### config.mk
export PLATFORM = sky130hd
export DESIGN_NAME = asf_top
export DESIGN_NICKNAME = d
export VERILOG_FILES = /design/src/verilog/asf_pkg.sv /design/src/verilog/asf_irq_bit.sv /design/src/verilog/asf_frame_mem.sv /design/src/verilog/asf_top.sv
export SDC_FILE = /design/constraint.sdc
export NUM_CORES = 1
export LEC_CHECK = 0
export BUFFER_PORTS_ARGS = -buffer_cell sky130_fd_sc_hd__clkbuf_2
export CELL_PAD_IN_SITES_DETAIL_PLACEMENT = 1
export CELL_PAD_IN_SITES_GLOBAL_PLACEMENT = 1
export CORE_ASPECT_RATIO = 0.6
export CORE_MARGIN = 1.5
export CORE_UTILIZATION = 45
export DETAILED_ROUTE_END_ITERATION = 7
export PLACE_DENSITY = 0.68
export SETUP_SLACK_MARGIN = 0.15
export SLEW_MARGIN = 30
export SYNTH_ARGS = -nofsm -noshare
export SYNTH_HDL_FRONTEND = slang
export SYNTH_SLANG_ARGS = --single-unit
### constraint.sdc
create_clock -name sys_clk_in -period 4.7 [get_ports sys_clk_in]
set_clock_uncertainty 0.1 [all_clocks]
set_input_delay 0.705 -clock sys_clk_in [delete_from_list [all_inputs] [get_ports sys_clk_in]]
set_output_delay 0.705 -clock sys_clk_in [all_outputs]
set_load 0.02 [all_outputs]
### src/verilog/asf_pkg.sv
// constants and types of the accelerometer sample buffer
package asf_pkg;
   // ****************************************************************
   // register offsets
   // ****************************************************************
   localparam logic [7:0] ASF_OFF_WM = 8'h30;
   localparam logic [7:0] ASF_OFF_MODE = 8'h3e;
   localparam logic [7:0] ASF_OFF_READOUT = 8'h3f;
   localparam logic [7:0] ASF_OFF_STATUS = 8'h0a;
   localparam logic [7:0] ASF_OFF_CLEAR = 8'h0b;
   localparam logic [7:0] ASF_OFF_ENABLE = 8'h0c;
   localparam logic [7:0] ASF_OFF_LEVEL = 8'h0d;
   // ****************************************************************
   // field positions and reset values
   // ****************************************************************
   localparam int ASF_WM_LSB = 0;
   localparam int ASF_WM_W = 6;
   localparam int ASF_MODE_LSB = 6;
   localparam int ASF_DSEL_LSB = 0;
   localparam logic [5:0] ASF_WM_RST = 6'h00;
   localparam logic [1:0] ASF_MODE_RST = 2'h0;
   localparam logic [1:0] ASF_DSEL_RST = 2'h0;
   localparam int ASF_IRQ_W = 3;
   localparam int ASF_IRQ_WM = 0;
   localparam int ASF_IRQ_FULL = 1;
   localparam int ASF_IRQ_LOST = 2;
   localparam logic [ASF_IRQ_W-1:0] ASF_EN_RST = 3'h0;
   // ****************************************************************
   // frame layout
   // ****************************************************************
   localparam int ASF_DEPTH = 32;
   localparam int ASF_ACC_W = 12;
   localparam int ASF_AXIS_W = 16;
   localparam int ASF_FRAME_W = 3 * ASF_AXIS_W;
   localparam logic [2:0] ASF_LAST_XYZ = 3'h5;
   localparam logic [2:0] ASF_LAST_ONE = 3'h1;
   typedef enum logic [1:0] {
      ASF_BYPASS = 2'h0,
      ASF_FIFO = 2'h1,
      ASF_CONTINUOUS_OVERWRITE = 2'h2,
      ASF_RSVD = 2'h3
   } asf_mode_type;
   typedef enum logic [1:0] {
      ASF_SEL_XYZ = 2'h0,
      ASF_SEL_X = 2'h1,
      ASF_SEL_Y = 2'h2,
      ASF_SEL_Z = 2'h3
   } asf_dsel_type;
endpackage : asf_pkg

### src/verilog/asf_irq_bit.sv
// one sticky interrupt status bit with enable gating
`timescale 1ns/1ps
module asf_irq_bit
   import asf_pkg::*;
(
   input wire logic sys_clk_in,
   input wire logic nrst_in,
   input wire logic set_in,
   input wire logic clr_in,
   input wire logic en_in,
   output logic stat_out,
   output logic pend_out
);
   logic stat_ff;
   logic nxt_stat;
   // set beats clear so an event in the clearing cycle survives
   assign nxt_stat = set_in | (stat_ff & ~clr_in);
   assign stat_out = stat_ff;
   assign pend_out = stat_ff & en_in;
   always_ff @(posedge sys_clk_in or negedge nrst_in)
   begin
      if (!nrst_in)
         stat_ff <= 1'b0;
      else
         stat_ff <= nxt_stat;
   end
endmodule : asf_irq_bit

### src/verilog/asf_frame_mem.sv
// frame storage: flip-flop array, one write and one read index
`timescale 1ns/1ps
module asf_frame_mem
   import asf_pkg::*;
#(
   parameter int WIDTH = ASF_FRAME_W,
   parameter int DEPTH = ASF_DEPTH,
   parameter int AW = $clog2(DEPTH)
)
(
   input wire logic sys_clk_in,
   input wire logic wr_en_in,
   input wire logic [AW-1:0] wr_idx_in,
   input wire logic [WIDTH-1:0] wr_data_in,
   input wire logic [AW-1:0] rd_idx_in,
   output logic [WIDTH-1:0] rd_data_out
);
   // no reset: contents are never read before a write fills them
   logic [WIDTH-1:0] mem_ff [DEPTH];
   assign rd_data_out = mem_ff[rd_idx_in];
   always_ff @(posedge sys_clk_in)
   begin
      if (wr_en_in)
         mem_ff[wr_idx_in] <= wr_data_in;
   end
endmodule : asf_frame_mem

### src/verilog/asf_top.sv
// accelerometer sample buffer: control, readout and registers
`timescale 1ns/1ps
module asf_top
   import asf_pkg::*;
#(
   parameter int DEPTH = ASF_DEPTH
)
(
   input wire logic sys_clk_in,
   input wire logic nrst_in,
   input wire logic [7:0] reg_addr_in,
   input wire logic [7:0] reg_wdata_in,
   input wire logic reg_wr_in,
   input wire logic reg_rd_in,
   input wire logic burst_end_in,
   input wire logic sample_valid_in,
   input wire logic sample_new_in,
   input wire logic [ASF_ACC_W-1:0] accel_x_in,
   input wire logic [ASF_ACC_W-1:0] accel_y_in,
   input wire logic [ASF_ACC_W-1:0] accel_z_in,
   output logic [7:0] reg_rdata_out,
   output logic irq_out
);
   localparam int AW = $clog2(DEPTH);
   localparam logic [5:0] FULL_CNT = 6'(DEPTH);
   // ****************************************************************
   // state
   // ****************************************************************
   logic [5:0] count_ff;
   logic [AW-1:0] wr_ptr_ff;
   logic [AW-1:0] rd_ptr_ff;
   logic [2:0] byte_idx_ff;
   logic full_ff;
   logic [5:0] wm_ff;
   asf_mode_type mode_ff;
   asf_dsel_type dsel_ff;
   logic [ASF_IRQ_W-1:0] en_ff;
   logic [7:0] rdata_ff;
   logic [5:0] nxt_count;
   logic [AW-1:0] nxt_wr_ptr;
   logic [AW-1:0] nxt_rd_ptr;
   logic [2:0] nxt_byte_idx;
   logic nxt_full;
   logic [7:0] nxt_rdata;
   // ****************************************************************
   // register decode
   // ****************************************************************
   wire sel_wm = reg_addr_in == ASF_OFF_WM;
   wire sel_mode = reg_addr_in == ASF_OFF_MODE;
   wire sel_readout = reg_addr_in == ASF_OFF_READOUT;
   wire sel_status = reg_addr_in == ASF_OFF_STATUS;
   wire sel_clear = reg_addr_in == ASF_OFF_CLEAR;
   wire sel_enable = reg_addr_in == ASF_OFF_ENABLE;
   wire sel_level = reg_addr_in == ASF_OFF_LEVEL;
   wire wr_wm = reg_wr_in & sel_wm;
   wire wr_mode = reg_wr_in & sel_mode;
   wire wr_clear = reg_wr_in & sel_clear;
   wire wr_enable = reg_wr_in & sel_enable;
   wire rd_readout = reg_rd_in & sel_readout;
   // ****************************************************************
   // fill control
   // ****************************************************************
   wire three_axis = dsel_ff == ASF_SEL_XYZ;
   wire [2:0] last_idx = three_axis ? ASF_LAST_XYZ : ASF_LAST_ONE;
   wire empty = count_ff == 6'h00;
   wire byte_take = rd_readout & ~empty;
   wire frame_done = byte_take & (byte_idx_ff == last_idx);
   // a burst that stops inside a frame gives the rest of it up
   wire abandon = burst_end_in & ~empty &
                  ((byte_idx_ff != 3'h0) | byte_take);
   wire pop = frame_done | abandon;
   wire [5:0] cap = (mode_ff == ASF_BYPASS) ? 6'h01 : FULL_CNT;
   wire [5:0] count_ap = count_ff - {5'h00, pop};
   wire room = count_ap < cap;
   wire overwrite = (mode_ff == ASF_BYPASS) |
                    (mode_ff == ASF_CONTINUOUS_OVERWRITE);
   wire push = sample_valid_in & ~wr_mode;
   wire push_ok = push & (room | overwrite);
   wire drop = push & ~room & overwrite;
   wire lost = push & ~room & ~overwrite;
   wire [5:0] grow = {5'h00, push_ok & ~drop};
   // ****************************************************************
   // frame assembly, data register layout with new-data flag
   // ****************************************************************
   function automatic logic [ASF_AXIS_W-1:0] axis_img(
      input logic [ASF_ACC_W-1:0] d,
      input logic nd
   );
      axis_img = {d[11:4], d[3:0], 3'h0, nd};
   endfunction : axis_img
   wire [ASF_AXIS_W-1:0] img_x = axis_img(accel_x_in, sample_new_in);
   wire [ASF_AXIS_W-1:0] img_y = axis_img(accel_y_in, sample_new_in);
   wire [ASF_AXIS_W-1:0] img_z = axis_img(accel_z_in, sample_new_in);
   // single-axis frames sit in the X slot so readout starts at byte 0
   wire [ASF_AXIS_W-1:0] img_one = (dsel_ff == ASF_SEL_Y) ? img_y :
                                   (dsel_ff == ASF_SEL_Z) ? img_z :
                                   img_x;
   wire [ASF_FRAME_W-1:0] wr_frame = three_axis ?
      {img_z, img_y, img_x} : {32'h0000_0000, img_one};
   wire [ASF_FRAME_W-1:0] rd_frame;
   asf_frame_mem #(
      .WIDTH(ASF_FRAME_W),
      .DEPTH(DEPTH),
      .AW(AW)
   ) u_mem (
      .sys_clk_in(sys_clk_in),
      .wr_en_in(push_ok),
      .wr_idx_in(wr_ptr_ff),
      .wr_data_in(wr_frame),
      .rd_idx_in(rd_ptr_ff),
      .rd_data_out(rd_frame)
   );
   // byte order X lo, X hi, Y lo, Y hi, Z lo, Z hi
   wire [7:0] rd_byte = empty ? 8'h00 :
                        rd_frame[{byte_idx_ff, 3'h0} +: 8];
   // ****************************************************************
   // next state
   // ****************************************************************
   assign nxt_count = wr_mode ? 6'h00 : 6'(count_ap + grow);
   assign nxt_wr_ptr = wr_mode ? '0 :
                       AW'(wr_ptr_ff + {{(AW-1){1'b0}}, push_ok});
   assign nxt_rd_ptr = wr_mode ? '0 :
                       AW'(rd_ptr_ff + {{(AW-1){1'b0}}, pop | drop});
   // address stays put; a non-empty readout read steps the byte index, back to 0 at frame end, on a burst end mid-frame, on a drop or on a mode write
   assign nxt_byte_idx = (wr_mode | pop | drop) ? 3'h0 :
                         byte_take ? 3'(byte_idx_ff + 3'h1) :
                         byte_idx_ff;
   assign nxt_full = ~wr_mode &
                     (full_ff | (nxt_count == FULL_CNT));
   wire wm_evt = ~wr_mode & (nxt_count == wm_ff) &
                 (count_ff != wm_ff);
   // ****************************************************************
   // interrupts
   // ****************************************************************
   wire [ASF_IRQ_W-1:0] irq_set = {lost | drop,
                                   nxt_full & ~full_ff, wm_evt};
   wire [ASF_IRQ_W-1:0] irq_clr = wr_clear ?
                                  reg_wdata_in[ASF_IRQ_W-1:0] : '0;
   logic [ASF_IRQ_W-1:0] stat;
   logic [ASF_IRQ_W-1:0] pend;
   for (genvar i = 0; i < ASF_IRQ_W; i++)
   begin : g_irq
      asf_irq_bit u_bit (
         .sys_clk_in(sys_clk_in),
         .nrst_in(nrst_in),
         .set_in(irq_set[i]),
         .clr_in(irq_clr[i]),
         .en_in(en_ff[i]),
         .stat_out(stat[i]),
         .pend_out(pend[i])
      );
   end
   assign irq_out = |pend;
   // ****************************************************************
   // read mux
   // ****************************************************************
   wire [7:0] rmux =
      sel_readout ? rd_byte :
      sel_wm ? {2'h0, wm_ff} :
      sel_mode ? {mode_ff, 4'h0, dsel_ff} :
      sel_status ? {5'h00, stat} :
      sel_enable ? {5'h00, en_ff} :
      sel_level ? {1'b0, full_ff, count_ff} :
      8'h00;
   assign nxt_rdata = reg_rd_in ? rmux : 8'h00;
   assign reg_rdata_out = rdata_ff;
   // ****************************************************************
   // registers
   // ****************************************************************
   always_ff @(posedge sys_clk_in or negedge nrst_in)
   begin
      if (!nrst_in)
      begin
         count_ff <= 6'h00;
         wr_ptr_ff <= '0;
         rd_ptr_ff <= '0;
         byte_idx_ff <= 3'h0;
         full_ff <= 1'b0;
         rdata_ff <= 8'h00;
      end
      else
      begin
         count_ff <= nxt_count;
         wr_ptr_ff <= nxt_wr_ptr;
         rd_ptr_ff <= nxt_rd_ptr;
         byte_idx_ff <= nxt_byte_idx;
         full_ff <= nxt_full;
         rdata_ff <= nxt_rdata;
      end
   end
   // reserved mode 11b is the host's to avoid; it then acts as 01b
   always_ff @(posedge sys_clk_in or negedge nrst_in)
   begin
      if (!nrst_in)
      begin
         wm_ff <= ASF_WM_RST;
         mode_ff <= asf_mode_type'(ASF_MODE_RST);
         dsel_ff <= asf_dsel_type'(ASF_DSEL_RST);
         en_ff <= ASF_EN_RST;
      end
      else
      begin
         if (wr_wm)
            wm_ff <= reg_wdata_in[ASF_WM_LSB +: ASF_WM_W];
         if (wr_mode)
         begin
            mode_ff <= asf_mode_type'(reg_wdata_in[ASF_MODE_LSB +: 2]);
            dsel_ff <= asf_dsel_type'(reg_wdata_in[ASF_DSEL_LSB +: 2]);
         end
         if (wr_enable)
            en_ff <= reg_wdata_in[ASF_IRQ_W-1:0];
      end
   end
endmodule : asf_top

=== Yosys cells after proc, flatten, opt, wreduce, memory -nomap -nowiden ===
Memory sizes are Yosys's and may differ from the RTL's.
Cells that the tools add are included.
W data, S select, Z words.

* Add/subtract/negate cells: 5
* $mul: 0
* Div/mod/pow operators: 0
* Order comparisons: 1
* Equal/unequal tests: 14
* Shifts and indexed selects: 1
* Muxes and demuxes: 21
* Bitwise logic cells: 46
* Reductions and logical operators: 6

{| class="wikitable"
|+ Operator list
! kind !! number
|-
| $mux W48 || 1
|-
| $shiftx A48 B7 Y8 || 1
|-
| $mux W8 || 5
|-
| $eq A8 B4 Y1 const B || 4
|-
| $mux W16 || 2
|-
| $and A1 B1 Y1 || 25
|-
| $eq A8 B6 Y1 const B || 3
|-
| $mux W7 || 3
|-
| $mux W3 || 4
|-
| $mux W6 || 2
|-
| $or A1 B1 Y1 || 12
|-
| $add A5 B1 Y5 || 2
|-
| $mux W5 || 2
|-
| $not A1 Y1 || 9
|-
| $add A6 B1 Y6 || 1
|-
| $eq A2 B2 Y1 const B || 3
|-
| $eq A6 B6 Y1 || 1
|-
| $eq A6 B6 Y1 const B || 1
|-
| $logic_not A6 Y1 || 1
|-
| $lt A6 B6 Y1 || 1
|-
| $ne A6 B6 Y1 || 1
|-
| $sub A6 B1 Y6 || 1
|-
| $logic_not A2 Y1 || 2
|-
| $add A3 B1 Y3 const B || 1
|-
| other kinds (5) || 6
|}

* Register bits: 44
* Latch bits: 0
* RAM bits: 1536
* Bits in read-only memories: 0
* Input port bits: 59
* Output and inout bits: 9
* Word-level logic and storage cells: 108
* Memories kept: 1

{| class="wikitable"
|+ Memories
! name !! words !! bits a word !! read ports !! clocked after Yosys merged registers in !! wr ports !! line !! source
|-
| u_mem.mem_ff || 32 || 48 || 1 || 0 || 1 || asf_frame_mem.sv:19 || <nowiki>logic [WIDTH-1:0] mem_ff [DEPTH];</nowiki>
|}

=== Logic depth before layout (Yosys ltp) ===
Gate-level depths: netlist of run 1.

* Depth after elaboration: 20
* Mapped depth: 23
* Depth with buffers taken out: 23

=== By module ===
From an unflattened synthesis of run 1, not the netlist that was laid out.

* Cells, all modules: 3698
* Area, all modules: 63268.2 sq um

{| class="wikitable"
|+ By module, submodules not included
! module !! instances !! cells an instance !! area an instance (sq um) !! sequential area each (sq um)
|-
| asf_frame_mem || 1 || 3316 || 59763.6 || 46124.2
|-
| asf_top || 1 || 370 || 3377.0 || 1026.0
|-
| asf_irq_bit || 3 || 4 || 42.5 || 25.0
|}

=== Worst setup path after synthesis of run 1 ===
No wires, ideal clock.

* Kind: input to register
* From: in reg_addr_in[6]
* To: mem u_mem.mem_ff[16][0] in the netlist's numbering (enable)
* Library setup time: 0.433 ns
* Data arrival time: 5.008 ns
* Data required time: 4.167 ns
* Setup slack: -0.841 ns
* Stages on the path: 15
* Path buffers: 0
* Cell sequence: nand4bb_1 > nor3_1 > a32o_1 > nand2_1 > inv_1 > ha_1 > inv_1 > or3_1 > nand2_1 > ha_1 > inv_1 > a31oi_1 > o21ai_1 > nand4b_1 > nor2_1

* Longest elaborated chain between the ends: 12
* Elaborated cells between the ends (all ways): 17
* Those cells by class: add/sub: 1; order compare: 1; eq/ne: 2; mux: 2; bitwise: 11

{| class="wikitable"
|+ RTL lines
! item !! line !! source
|-
| from (decl) || asf_top.sv:11 || <nowiki>input wire logic [7:0] reg_addr_in,</nowiki>
|-
| $eq A8 B6 Y1 || asf_top.sv:50 || <nowiki>wire sel_readout = reg_addr_in == ASF_OFF_READOUT;</nowiki>
|-
| $and A1 B1 Y1 || asf_top.sv:59 || <nowiki>wire rd_readout = reg_rd_in & sel_readout;</nowiki>
|-
| $and A1 B1 Y1 || asf_top.sv:66 || <nowiki>wire byte_take = rd_readout & ~empty;</nowiki>
|-
| $or A1 B1 Y1 || asf_top.sv:70 || <nowiki>((byte_idx_ff != 3'h0) | byte_take);</nowiki>
|-
| $and A1 B1 Y1 || asf_top.sv:69 || <nowiki>wire abandon = burst_end_in & ~empty &</nowiki>
|-
| $or A1 B1 Y1 || asf_top.sv:71 || <nowiki>wire pop = frame_done | abandon;</nowiki>
|-
| $sub A6 B1 Y6 || asf_top.sv:73 || <nowiki>wire [5:0] count_ap = count_ff - {5'h00, pop};</nowiki>
|-
| $lt A6 B6 Y1 || asf_top.sv:74 || <nowiki>wire room = count_ap < cap;</nowiki>
|-
| $or A1 B1 Y1 || asf_top.sv:78 || <nowiki>wire push_ok = push & (room | overwrite);</nowiki>
|-
| $and A1 B1 Y1 * || asf_top.sv:78 ||
|-
| $mux W1 * || asf_frame_mem.sv:23 || <nowiki>if (wr_en_in)</nowiki>
|-
| $mux W1 (implied by the code) * || asf_frame_mem.sv:24 || <nowiki>mem_ff[wr_idx_in] <= wr_data_in;</nowiki>
|-
| to (decl) || asf_frame_mem.sv:19 ||
|}

Mark *: on every way between the ends. The rest lies on a longest branch, timed or not.

=== Final worst setup path of run 1 ===
* From: reg byte_idx_ff[2]
* To: reg g_irq[1].u_bit.stat_ff

* Longest elaborated chain between the ends: 18
* Elaborated cells between the ends (all ways): 22
* Those cells by class: add/sub: 2; order compare: 1; eq/ne: 2; mux: 1; bitwise: 15; reduce/logical: 1

{| class="wikitable"
|+ RTL lines
! item !! line !! source
|-
| from (decl) || asf_top.sv:32 || <nowiki>logic [2:0] byte_idx_ff;</nowiki>
|-
| from (signal assigned) || asf_top.sv:186 || <nowiki>byte_idx_ff <= nxt_byte_idx;</nowiki>
|-
| $reduce_bool A3 Y1 || asf_top.sv:70 ||
|-
| $or A1 B1 Y1 || asf_top.sv:70 ||
|-
| $and A1 B1 Y1 || asf_top.sv:69 ||
|-
| $or A1 B1 Y1 * || asf_top.sv:71 ||
|-
| $sub A6 B1 Y6 * || asf_top.sv:73 ||
|-
| $lt A6 B6 Y1 || asf_top.sv:74 ||
|-
| $not A1 Y1 || asf_top.sv:79 || <nowiki>wire drop = push & ~room & overwrite;</nowiki>
|-
| $and A1 B1 Y1 (2 in series) || asf_top.sv:79 ||
|-
| [3 not listed] || n/a ||
|-
| $mux W6 * || asf_top.sv:119 || <nowiki>assign nxt_count = wr_mode ? 6'h00 : 6'(count_ap + grow);</nowiki>
|-
| via nxt_count[4] || asf_top.sv:39 || <nowiki>logic [5:0] nxt_count;</nowiki>
|-
| $eq A6 B6 Y1 * || asf_top.sv:129 || <nowiki>(full_ff | (nxt_count == FULL_CNT));</nowiki>
|-
| $or A1 B1 Y1 * || asf_top.sv:129 ||
|-
| $and A1 B1 Y1 * || asf_top.sv:128 || <nowiki>assign nxt_full = ~wr_mode &</nowiki>
|-
| $and A1 B1 Y1 * || asf_top.sv:136 || <nowiki>nxt_full & ~full_ff, wm_evt};</nowiki>
|-
| $or A1 B1 Y1 * || asf_irq_bit.sv:17 || <nowiki>assign nxt_stat = set_in | (stat_ff & ~clr_in);</nowiki>
|-
| via g_irq[1].u_bit.nxt_stat || asf_irq_bit.sv:15 || <nowiki>logic nxt_stat;</nowiki>
|-
| to (signal assigned) || asf_irq_bit.sv:25 || <nowiki>stat_ff <= nxt_stat;</nowiki>
|-
| to (decl) || asf_irq_bit.sv:14 || <nowiki>logic stat_ff;</nowiki>
|}

The timed path passes the listed nets; every way through them passes the cells marked *.
A chain may end at the register's enable or synchronous reset.

==> Flow_metrics.wiki, run 1 <==
{| class="wikitable"
! Metric !! Value
|-
| Clock latency on the worst-skew pair || around 0.72 ns
|-
| Horizontal extent of the die || 432 um
|-
| Share of synthesized area spent on multiplexers || 0.164
|-
| Overflow left after global routing || 0
|-
| Class of the most critical setup path || register to register
|-
| Root Driver || sky130_fd_sc_hd__clkbuf_16
|-
| Max-cap violations || 0
|-
| Overall fraction of global-route tracks in use || 0.254
|-
| DRC violation total after the first TritonRoute iteration || 3340
|-
| Final-stage net count || 2672
|-
| Final number of setup-violating endpoints || 0
|-
| Unrepaired setup endpoints after global routing || no
|-
| Critical path arrival || 4.90 ns
|-
| Clock tree from TritonCTS || yes
|-
| Wire length of the first global-routing pass || ~200000 um
|-
| Share of the yosys chip area belonging to registers || 0.757
|-
| Proportion of netlist area held by the largest area contributor || 0.735
|-
| Simple-gate share of the synthesized area || 0.0306
|-
| Ratio of cells with drive above 1 in the final layout || 0.322
|-
| Post-synth EDFFs || about 1200
|-
| CTS Buf Count || between 100 and 150
|-
| Worst IR Drop VDD || between 0.3 and 0.4 mV
|-
| Antenna violations before repair || 5
|-
| Crit start category || register
|-
| Transition time at the pin with the least slew margin || 0.988 ns
|-
| Slowest library cell on the worst path || sky130_fd_sc_hd__or4b_4
|-
| Hold Fails Final Rpt || 0
|-
| Top-level port count || 68
|-
| Max Buffers Root-to-Sink || 3
|-
| Area growth from synthesis to final layout || 16.4%
|-
| Number of buffers inserted by port buffering || 67
|-
| Worst EP required || 5.23 ns
|-
| Worst Setup Slack, final || about 0.32 ns
|-
| Syn Area/Cell || approximately 21 um2
|-
| Final worst-path cycle share || 0.931
|-
| Largest stage delay on the critical path || 0.57 ns
|-
| Post-placement cell count || 3968
|-
| Top_reg_cell synth || sky130_fd_sc_hd__edfxtp_1
|-
| Filler-free cell count of the finished design || around 4200
|-
| Static Leak || 18.7 nW
|-
| Detailed Route WL || 141000 um
|-
| Average via count per standard cell || around 6.1
|-
| Ratio of total power to cell area || 570 nW/um2
|-
| Die Area || 112000 um2
|-
| Initial standard-cell utilization of the core || 0.454
|-
| Largest net degree at the start of global routing || between 40 and 50
|-
| Mapped Nets || 2392
|-
| Area share of xor/xnor cells in the synthesized design || 0.00405
|-
| Post-place setup slack || -0.183 ns
|-
| Outcome || finished clean
|-
| Sink Count || 1260
|-
| Cells after Synth || 2321
|-
| Total number of vias || 25600
|-
| Routability congestion estimate || 0.838
|-
| DRC violation count after routing || 0
|-
| Clock transition at path regs || 0.07 ns
|-
| Total of fill cells in the finished design || 9477
|-
| Cell-by-cell trace of the critical path || or3_1, a31o_2, a32o_2, nand2_2, inv_2, ha_4, ha_2, xor2_1, nor4_2, a31oi_1, nor2_1, inv_1, nor3_2, ha_2, ha_1, nand2_1, nor3_2, nor3_2, or4b_4, o31ai_4
|-
| Total iterations of the first detailed-routing run || 7
|-
| Fraction of registers with async set/reset || 0.0349
|-
| Cell mode on critical path || sky130_fd_sc_hd__nor3_2
|-
| Sum of internal, switching and leakage power || ~33 mW
|-
| Remaining max-slew budget at the tightest pin || 0.341
|-
| DRT antenna net count || 0
|-
| Half-perimeter wire length of the detailed placement result || 90100 um
|-
| Final-report max-slew violation count || 0
|-
| Placement row count || 94
|-
| Maximum operating frequency || 228 MHz
|-
| Sort of element at the end of the critical path || register
|-
| Average routed wire per standard cell || ~34 um
|-
| Number of synthesized register bits || 1260
|-
| Complex-gate fraction of the synthesized area || 0.0249
|-
| Dominant cells by area after synthesis || sky130_fd_sc_hd__edfxtp_1, sky130_fd_sc_hd__mux4_2, sky130_fd_sc_hd__dfrtp_1, sky130_fd_sc_hd__mux2i_1, sky130_fd_sc_hd__nand2_1
|-
| Path category of the worst min-delay check || primary input to register
|-
| Netlist area before placement || 49700 um2
|-
| Largest fanout on the critical path || 3
|-
| Top cell type by total area after synthesis || sky130_fd_sc_hd__edfxtp_1
|-
| Unique masters post-synth || approximately 70
|-
| Vert. Die Dim || 260 um
|-
| Period minus WS final || 4.38 ns
|-
| Core area || 109000 um2
|-
| Number of global-route vias before repair || 26300
|-
| Largest family of logic cells by synthesized area || multiplexers
|-
| H-tree level count || 3
|-
| Adder and majority cell fraction of the synthesized area || 0.00302
|-
| Warning count from the yosys run || 0
|}
layer usage:
layer | track usage | vias up | part of all wire
met5 | 0 | - | 0.00014
met3 | 0.0705 | 170 | 0.10
li1 | - | 10300 | -
met4 | 0.0528 | 4 | 0.017
met2 | 0.364 | 1216 | 0.44
met1 | 0.391 | 13900 | 0.44
flip-flops by register name, indices dropped and copies added (netlist names):
name / cells
u_mem.mem_ff: 1216
reg_rdata_out: 8
count_ff: 6
wm_ff: 6
rd_ptr_ff: 5
wr_ptr_ff: 5
byte_idx_ff: 3
en_ff: 3
g_irq.u_bit.stat_out: 3
dsel_ff: 2
mode_ff: 2
full_ff: 1
critical path, delay by kind of cell (launching register included):
family / cells / cell delay [ns]
AND/OR/NAND/NOR: 9 / 1.91
buffers and inverters: 2 / 0.17
XOR/XNOR: 1 / 0.17
flip-flops: 1 / 0.38
AO/OA/AOI/OAI: 4 / 0.82
adder cells (fa/ha/maj): 4 / 0.74
layout by cell type (no fill, tap or decap), drive strengths merged, types with 6 or more instances in the layout:
cell type	instances
xor2	11
and2	40
nand2b	8
a22oi	8
bufinv	14
xnor2	12
nor2	80
nand2	87
a211oi	15
o21ai	22
inv	18
edfxtp	1216
clkbuf	210
dfrtp	44
o221ai	16
mux4	320
a32oi	6
nand3	20
mux2	16
a21oi	23
ha	12
and3	7
a22o	16
buf	217
nor3	16
clkinv	48
nor2b	15
o22ai	10
a221oi	8
mux2i	74
nand4	8
o211ai	6
synth_stat cells, types with 4 or more instances:
cell type	n
sky130_fd_sc_hd__nand4_1	8
sky130_fd_sc_hd__nand2_1	87
sky130_fd_sc_hd__o221ai_1	16
sky130_fd_sc_hd__buf_6	16
sky130_fd_sc_hd__mux4_2	311
sky130_fd_sc_hd__mux2_2	16
sky130_fd_sc_hd__a221oi_1	8
sky130_fd_sc_hd__buf_1	15
sky130_fd_sc_hd__nor3_1	16
sky130_fd_sc_hd__and2_1	40
sky130_fd_sc_hd__xnor2_1	12
sky130_fd_sc_hd__nand3_1	20
sky130_fd_sc_hd__or4_1	4
sky130_fd_sc_hd__a21oi_1	23
sky130_fd_sc_hd__nand2b_1	8
sky130_fd_sc_hd__dfrtp_1	44
sky130_fd_sc_hd__nor2_1	80
sky130_fd_sc_hd__a22o_1	16
sky130_fd_sc_hd__and3_1	7
sky130_fd_sc_hd__nor2b_1	15
sky130_fd_sc_hd__xor2_1	11
sky130_fd_sc_hd__buf_2	33
sky130_fd_sc_hd__ha_1	12
sky130_fd_sc_hd__inv_1	15
sky130_fd_sc_hd__nand4b_1	4
sky130_fd_sc_hd__buf_4	20
sky130_fd_sc_hd__a31oi_1	4
sky130_fd_sc_hd__o22ai_1	10
sky130_fd_sc_hd__a211oi_1	15
sky130_fd_sc_hd__nor4_1	5
sky130_fd_sc_hd__a22oi_1	8
sky130_fd_sc_hd__clkbuf_1	30
sky130_fd_sc_hd__or3_1	5
sky130_fd_sc_hd__edfxtp_1	1216
sky130_fd_sc_hd__o211ai_1	6
sky130_fd_sc_hd__o21ai_0	19
sky130_fd_sc_hd__mux2i_1	74
sky130_fd_sc_hd__mux4_1	9
sky130_fd_sc_hd__a32oi_1	6
final timing paths:
check | start | to | slack [ns] | depth (start not counted)
worst max-delay path | byte_idx_ff[2] | g_irq[1].u_bit.stat_out | 0.32 | 20
worst min-delay path | reg_wdata_in[7] | mode_ff[1] | 0.1 | 3
worst max register to register | byte_idx_ff[2] | g_irq[1].u_bit.stat_out | 0.32 | 20
worst min register to register | en_ff[2] | en_ff[2] | 0.45 | 1
max in group asynchronous | nrst_in | rd_ptr_ff[2] | 3.44 | 3
min in group asynchronous | nrst_in | en_ff[1] | 0.54 | 3
timing repair:
action / 4_1_cts / 5_1_grt
hold endpoints to repair: 17 / 0
setup endpoints to repair: 3 / 3
buffers inserted: 1 / 2
pin swaps: 1 / 7
resized for setup: 3 / 16
hold buffers: 1 / 0
cells by family after synthesis:
| kind of cell | Yosys count |
|---|---|
| adder cells (fa/ha/maj) | 12 |
| multiplexers | 410 |
| buffers and inverters | 137 |
| AO/OA/AOI/OAI | 168 |
| AND/OR/NAND/NOR | 311 |
| XOR/XNOR | 23 |
| flip-flops | 1260 |
metrics by stage:
step / TNS, ns / util / hold slack (ns) / cell area (um2)
4_1_cts: 0 / 0.526 / 0.0550 / 57600
3_5_place_dp: -0.466 / 0.492 / 0.424 / 53900
3_3_place_gp: -0.189 / 0.492 / 0.420 / 53900
2_1_floorplan: 0 / - / 0.309 / 49900
5_1_grt: 0 / 0.528 / 0.0869 / 57800
6_report: 0 / 0.528 / 0.0956 / 57800
power by group:
part           total, mW  switching [mW]  internal [mW]  leakage, nW
Clock               9.42            4.12           5.31         1.81
Sequential          13.7           0.543           13.1         11.5
Combinational       9.87            5.55           4.32         5.34
Total               33.0            10.2           22.8         18.7
layout make-up:
| cell class | count | area (um2) | share of cell area |
|---|---|---|---|
| timing repair buffer | 285 | 2840 | 0.0491 |
| sequential | 1260 | 37600 | 0.651 |
| multi-input combinational | 924 | 11700 | 0.203 |
| inverter | 19 | 71.3 | 0.00123 |
| clock buffer | 143 | 3020 | 0.0523 |
| tap | 1488 | 1860 | 0.0322 |
| clock inverter | 64 | 679 | 0.0117 |
| antenna | 2 | 5.00 | 0.0000865 |
No activity file was read; power rests on OpenSTA's default activity.
==> run 2, diff against run 1 <==
--- a/config.mk
+++ b/config.mk
@@ -12,9 +12,10 @@
 export CORE_MARGIN = 1.5
 export CORE_UTILIZATION = 45
 export DETAILED_ROUTE_END_ITERATION = 7
-export PLACE_DENSITY = 0.68
+export PLACE_DENSITY = 0.69
 export SETUP_SLACK_MARGIN = 0.15
 export SLEW_MARGIN = 30
 export SYNTH_ARGS = -nofsm -noshare
 export SYNTH_HDL_FRONTEND = slang
+export SYNTH_HIERARCHICAL = 1
 export SYNTH_SLANG_ARGS = --single-unit
==> run 2 against run 1 <==
Effect of this change: area after synthesis rose by 27%; critical path depth rose by 3; sequential share of layout area fell by 0.98 points; core utilization rose by 0.060 points; wire length rose by 29%; combinational power rose by 34%; sequential power rose by 20%; via count rose by 40%; first-iteration DRC count rose by 26%; critical path type unchanged.
==> Flow_metrics.wiki, run 2 <==
{| class="wikitable"
! Metric !! Value
|-
| DRC violation count after routing || 0 (unchanged)
|-
| Largest register by flop count || u_mem/mem_ff
|-
| Ratio of cells with drive above 1 in the final layout || 0.141 (-0.181)
|-
| Antenna violations before repair || 7 (+2)
|-
| Clock transition at path regs || 0.06 ns (about the same)
|-
| Crit start category || register
|-
| Slowest library cell on the worst path || sky130_fd_sc_hd__dfrtp_1
|-
| Root Driver || sky130_fd_sc_hd__clkbuf_16
|-
| Global-route track usage on met1 || 0.392 (+0.00183)
|-
| Min Hold Slack || 0.0845 ns (-0.0110 ns)
|-
| Post-place setup slack || -0.311 ns (-0.128 ns)
|-
| Met2 routing resource usage after global routing || 0.370 (+0.00531)
|-
| Routability congestion estimate || 0.861 (+2.7%)
|-
| Transition time at the pin with the least slew margin || 1.05 ns (+0.0651 ns)
|-
| Gr busiest metal || met1
|-
| Register Area || 47200 um2 (+26%)
|-
| Max-cap violations || 0 (unchanged)
|-
| Most used standard cells in the synthesized netlist || sky130_fd_sc_hd__edfxtp_1, sky130_fd_sc_hd__mux2i_1, sky130_fd_sc_hd__a21oi_1
|-
| Hold Fails Final Rpt || 0 (unchanged)
|-
| Worst EP required || 5.31 ns (+0.08 ns)
|-
| Total of fill cells in the finished design || 13000 (+37%)
|-
| Placement row count || 106 (+13%)
|-
| Unique masters post-synth || 63 (-11%)
|-
| Sink Count || 1580 (+25%)
|-
| Vert. Die Dim || 293 um (+13%)
|-
| Met3 global-route usage || 0.0447 (-0.0258)
|-
| Post-synth EDFFs || 1536 (+26%)
|-
| Total number of vias || 35800 (+40%)
|-
| Number of synthesized register bits || 1580 (+25%)
|-
| Die Area || 143000 um2 (+27%)
|-
| Syn Area/Cell || 17.1 um2 (-20%)
|-
| Unrepaired setup endpoints after global routing || yes
|-
| Sort of element at the end of the critical path || register
|-
| Static Leak || 27.3 nW (+46%)
|-
| Overall fraction of global-route tracks in use || 0.255 (+0.000435)
|-
| Share of the yosys chip area belonging to registers || 0.746 (-0.0106)
|-
| Half-perimeter wire length of the detailed placement result || 118000 um (+31%)
|-
| Ratio of total power to cell area || 557 nW/um2 (-2.3%)
|-
| Area of the multi-input gates || 16200 um2 (+38%)
|-
| Final worst-path cycle share || 0.903 (-0.0283)
|-
| Largest stage delay on the critical path || 0.34 ns (-0.23 ns)
|-
| Wire length of the first global-routing pass || 262000 um (+31%)
|-
| Buf/Inv on CP || 5 (+3)
|-
| Horizontal extent of the die || 487 um (+13%)
|-
| H-tree level count || 4 (+1)
|-
| Total iterations of the first detailed-routing run || 7 (unchanged)
|-
| Overflow left after global routing || 0 (unchanged)
|-
| DRT antenna net count || 0 (unchanged)
|-
| Outcome || finished clean
|-
| Top-level port count || 68 (unchanged)
|-
| Placement-stage cell area || 69200 um2 (+28%)
|-
| Remaining max-slew budget at the tightest pin || 0.298 (-0.0434)
|-
| Proportion of netlist area held by the largest area contributor || 0.729 (-0.00581)
|-
| Final number of setup-violating endpoints || 0 (unchanged)
|-
| Warning count from the yosys run || 6 (+6)
|-
| Top_reg_cell synth || sky130_fd_sc_hd__edfxtp_1
|-
| Number of buffers inserted by port buffering || 67 (unchanged)
|-
| Final-stage net count || 4305 (+61%)
|-
| Largest fanout on the critical path || 4 (+1)
|-
| Largest net degree at the start of global routing || 65 (+33%)
|-
| CTS Buf Count || 144 (+30%)
|-
| Dominant cells by area after synthesis || sky130_fd_sc_hd__edfxtp_1, sky130_fd_sc_hd__mux2i_1, sky130_fd_sc_hd__dfrtp_1, sky130_fd_sc_hd__a22oi_1, sky130_fd_sc_hd__a21oi_1
|-
| Average via count per standard cell || 5.74 (-6.3%)
|-
| Leading cell type in the layout, fill and taps excluded || sky130_fd_sc_hd__edfxtp_1
|-
| Dominant delay contributor by cell family on the critical path || simple AND/OR/NAND/NOR gates
|-
| Most common cell in the netlist || sky130_fd_sc_hd__edfxtp_1
|-
| Period minus WS final || 4.24 ns (-0.133 ns)
|-
| Critical path arrival || 4.85 ns (-0.05 ns)
|-
| Core area || 139000 um2 (+27%)
|-
| Setup bufs post-CTS || 0 (-1)
|-
| Worst IR Drop VDD || 0.334 mV (-14%)
|-
| Maximum operating frequency || 236 MHz (+3.1%)
|-
| Cell-by-cell trace of the critical path || inv_1, ha_1, inv_1, o21ai_0, a221oi_2, ha_2, nor3b_4, nand2_1, xor2_2, inv_1, ha_1, a21o_1, nor2_1, ha_1, buf_4, nor2b_1, nand2b_1, o31a_1, buf_4, xnor2_1, nor4_2, nor3b_2, a21o_1
|-
| Clock latency on the worst-skew pair || 0.76 ns (+0.04 ns)
|-
| Cells after Synth || 3698 (+59%)
|-
| Initial standard-cell utilization of the core || 0.454 (about the same)
|-
| Max Buffers Root-to-Sink || 3 (unchanged)
|-
| Post-route standard cell area excluding fillers || 73700 um2 (+27%)
|-
| Class of the most critical setup path || register to register
|-
| Fraction of registers with async set/reset || 0.0278 (-0.00707)
|-
| Number of global-route vias before repair || 35800 (+36%)
|-
| Commonest cells after routing, fill and taps aside || sky130_fd_sc_hd__edfxtp_1, sky130_fd_sc_hd__mux2i_1, sky130_fd_sc_hd__conb_1, sky130_fd_sc_hd__nand2_1, sky130_fd_sc_hd__a21oi_1
|-
| Final-report max-slew violation count || 0 (unchanged)
|-
| Area growth from synthesis to final layout || 16.5% (about the same)
|-
| Worst Setup Slack, final || 0.456 ns (+0.133 ns)
|-
| Detailed Route WL || 182000 um (+29%)
|-
| Flip-flop count of the largest register after layout || 1536 (+26%)
|-
| Average routed wire per standard cell || 29.2 um (-13%)
|-
| Top cell type by total area after synthesis || sky130_fd_sc_hd__edfxtp_1
|-
| Clock tree from TritonCTS || yes
|-
| Path category of the worst min-delay check || primary input to register
|-
| DRC violation total after the first TritonRoute iteration || 4219 (+26%)
|-
| Netlist area before placement || 63300 um2 (+27%)
|}
[run 2: changes by cell type in the layout (fill, tap and decap cells not counted), moves of 30 or more]
| cell | delta |
|---|---|
| sky130_fd_sc_hd__a21oi_1 | +147 |
| sky130_fd_sc_hd__a22o_1 | +80 |
| sky130_fd_sc_hd__a22oi_1 | +137 |
| sky130_fd_sc_hd__a31oi_1 | +45 |
| sky130_fd_sc_hd__buf_12 | +30 |
| sky130_fd_sc_hd__clkbuf_16 | +36 |
| sky130_fd_sc_hd__conb_1 | +288 |
| sky130_fd_sc_hd__edfxtp_1 | +320 |
| sky130_fd_sc_hd__mux2i_1 | +718 |
| sky130_fd_sc_hd__mux4_2 | -303 |
| sky130_fd_sc_hd__nand2_1 | +74 |
| sky130_fd_sc_hd__nand3_1 | +137 |
| sky130_fd_sc_hd__nor3_1 | +40 |
[run 2: kinds of logic after synthesis]
kind of cell / count (synthesis) / share of synthesized area
AO/OA/AOI/OAI: 503 / 0.0540
XOR/XNOR: 25 / 0.00346
buffers and inverters: 234 / 0.0227
AND/OR/NAND/NOR: 533 / 0.0410
multiplexers: 810 / 0.130
other: 1 / 0.0000593
flip-flops: 1580 / 0.746
adder cells (fa/ha/maj): 12 / 0.00237
[run 2: power breakdown]
part,switching [mW],leakage [nW],internal (mW)
registers,0.317,15.4,16.1
clock network,5.17,2.18,6.34
logic,8.42,9.69,4.75
[run 2: metrics by stage]
step | setup TNS (ns) | util | instances | total power [mW]
finish | 0 | 0.529 | 6235 | 41.0
global route | 0 | 0.529 | 6235 | 42.3
CTS | 0 | 0.529 | 6233 | 41.2
detailed placement | -5.39 | 0.497 | 5977 | 29.7
global placement | -2.22 | 0.496 | 5975 | 29.5
floorplan | -751.28 | - | 3985 | 24.4
[run 2: path summary, 6_finish.rpt]
path,startpoint,to,slack [ns],depth (start not counted)
worst max-delay path,byte_idx_ff[1],g_irq[1].u_bit/stat_out,0.46,23
min in group asynchronous,nrst_in,count_ff[2],0.52,3
max in group asynchronous,nrst_in,rd_ptr_ff[0],3.52,3
worst max register to register,byte_idx_ff[1],g_irq[1].u_bit/stat_out,0.46,23
worst min-delay path,reg_wdata_in[4],wm_ff[4],0.08,2
worst min register to register,g_irq[2].u_bit/stat_out,g_irq[2].u_bit/stat_out,0.44,1
[run 2: metal layers]
metal | part of all wire | routed length, um
met1 | 0.46 | 83700
met2 | 0.44 | 79300
met3 | 0.080 | 14600
met4 | 0.026 | 4660
met5 | 0 | 0
[run 2: final cells by class]
type,count,share of cell area
Sequential cell,1580,0.641
Multi-Input combinational cell,2171,0.219
Clock buffer,188,0.0534
Timing Repair Buffer,313,0.0460
Tap cell,1890,0.0321
Clock inverter,67,0.00715
Inverter,24,0.00122
Antenna cell,2,0.0000679
[run 2: what timing repair did]
item / 4_1_cts / 5_1_grt
hold buffers: 1 / 0
gates resized for setup: 0 / 3
hold endpoints to repair: 44 / 0
setup endpoints to repair: 0 / 2
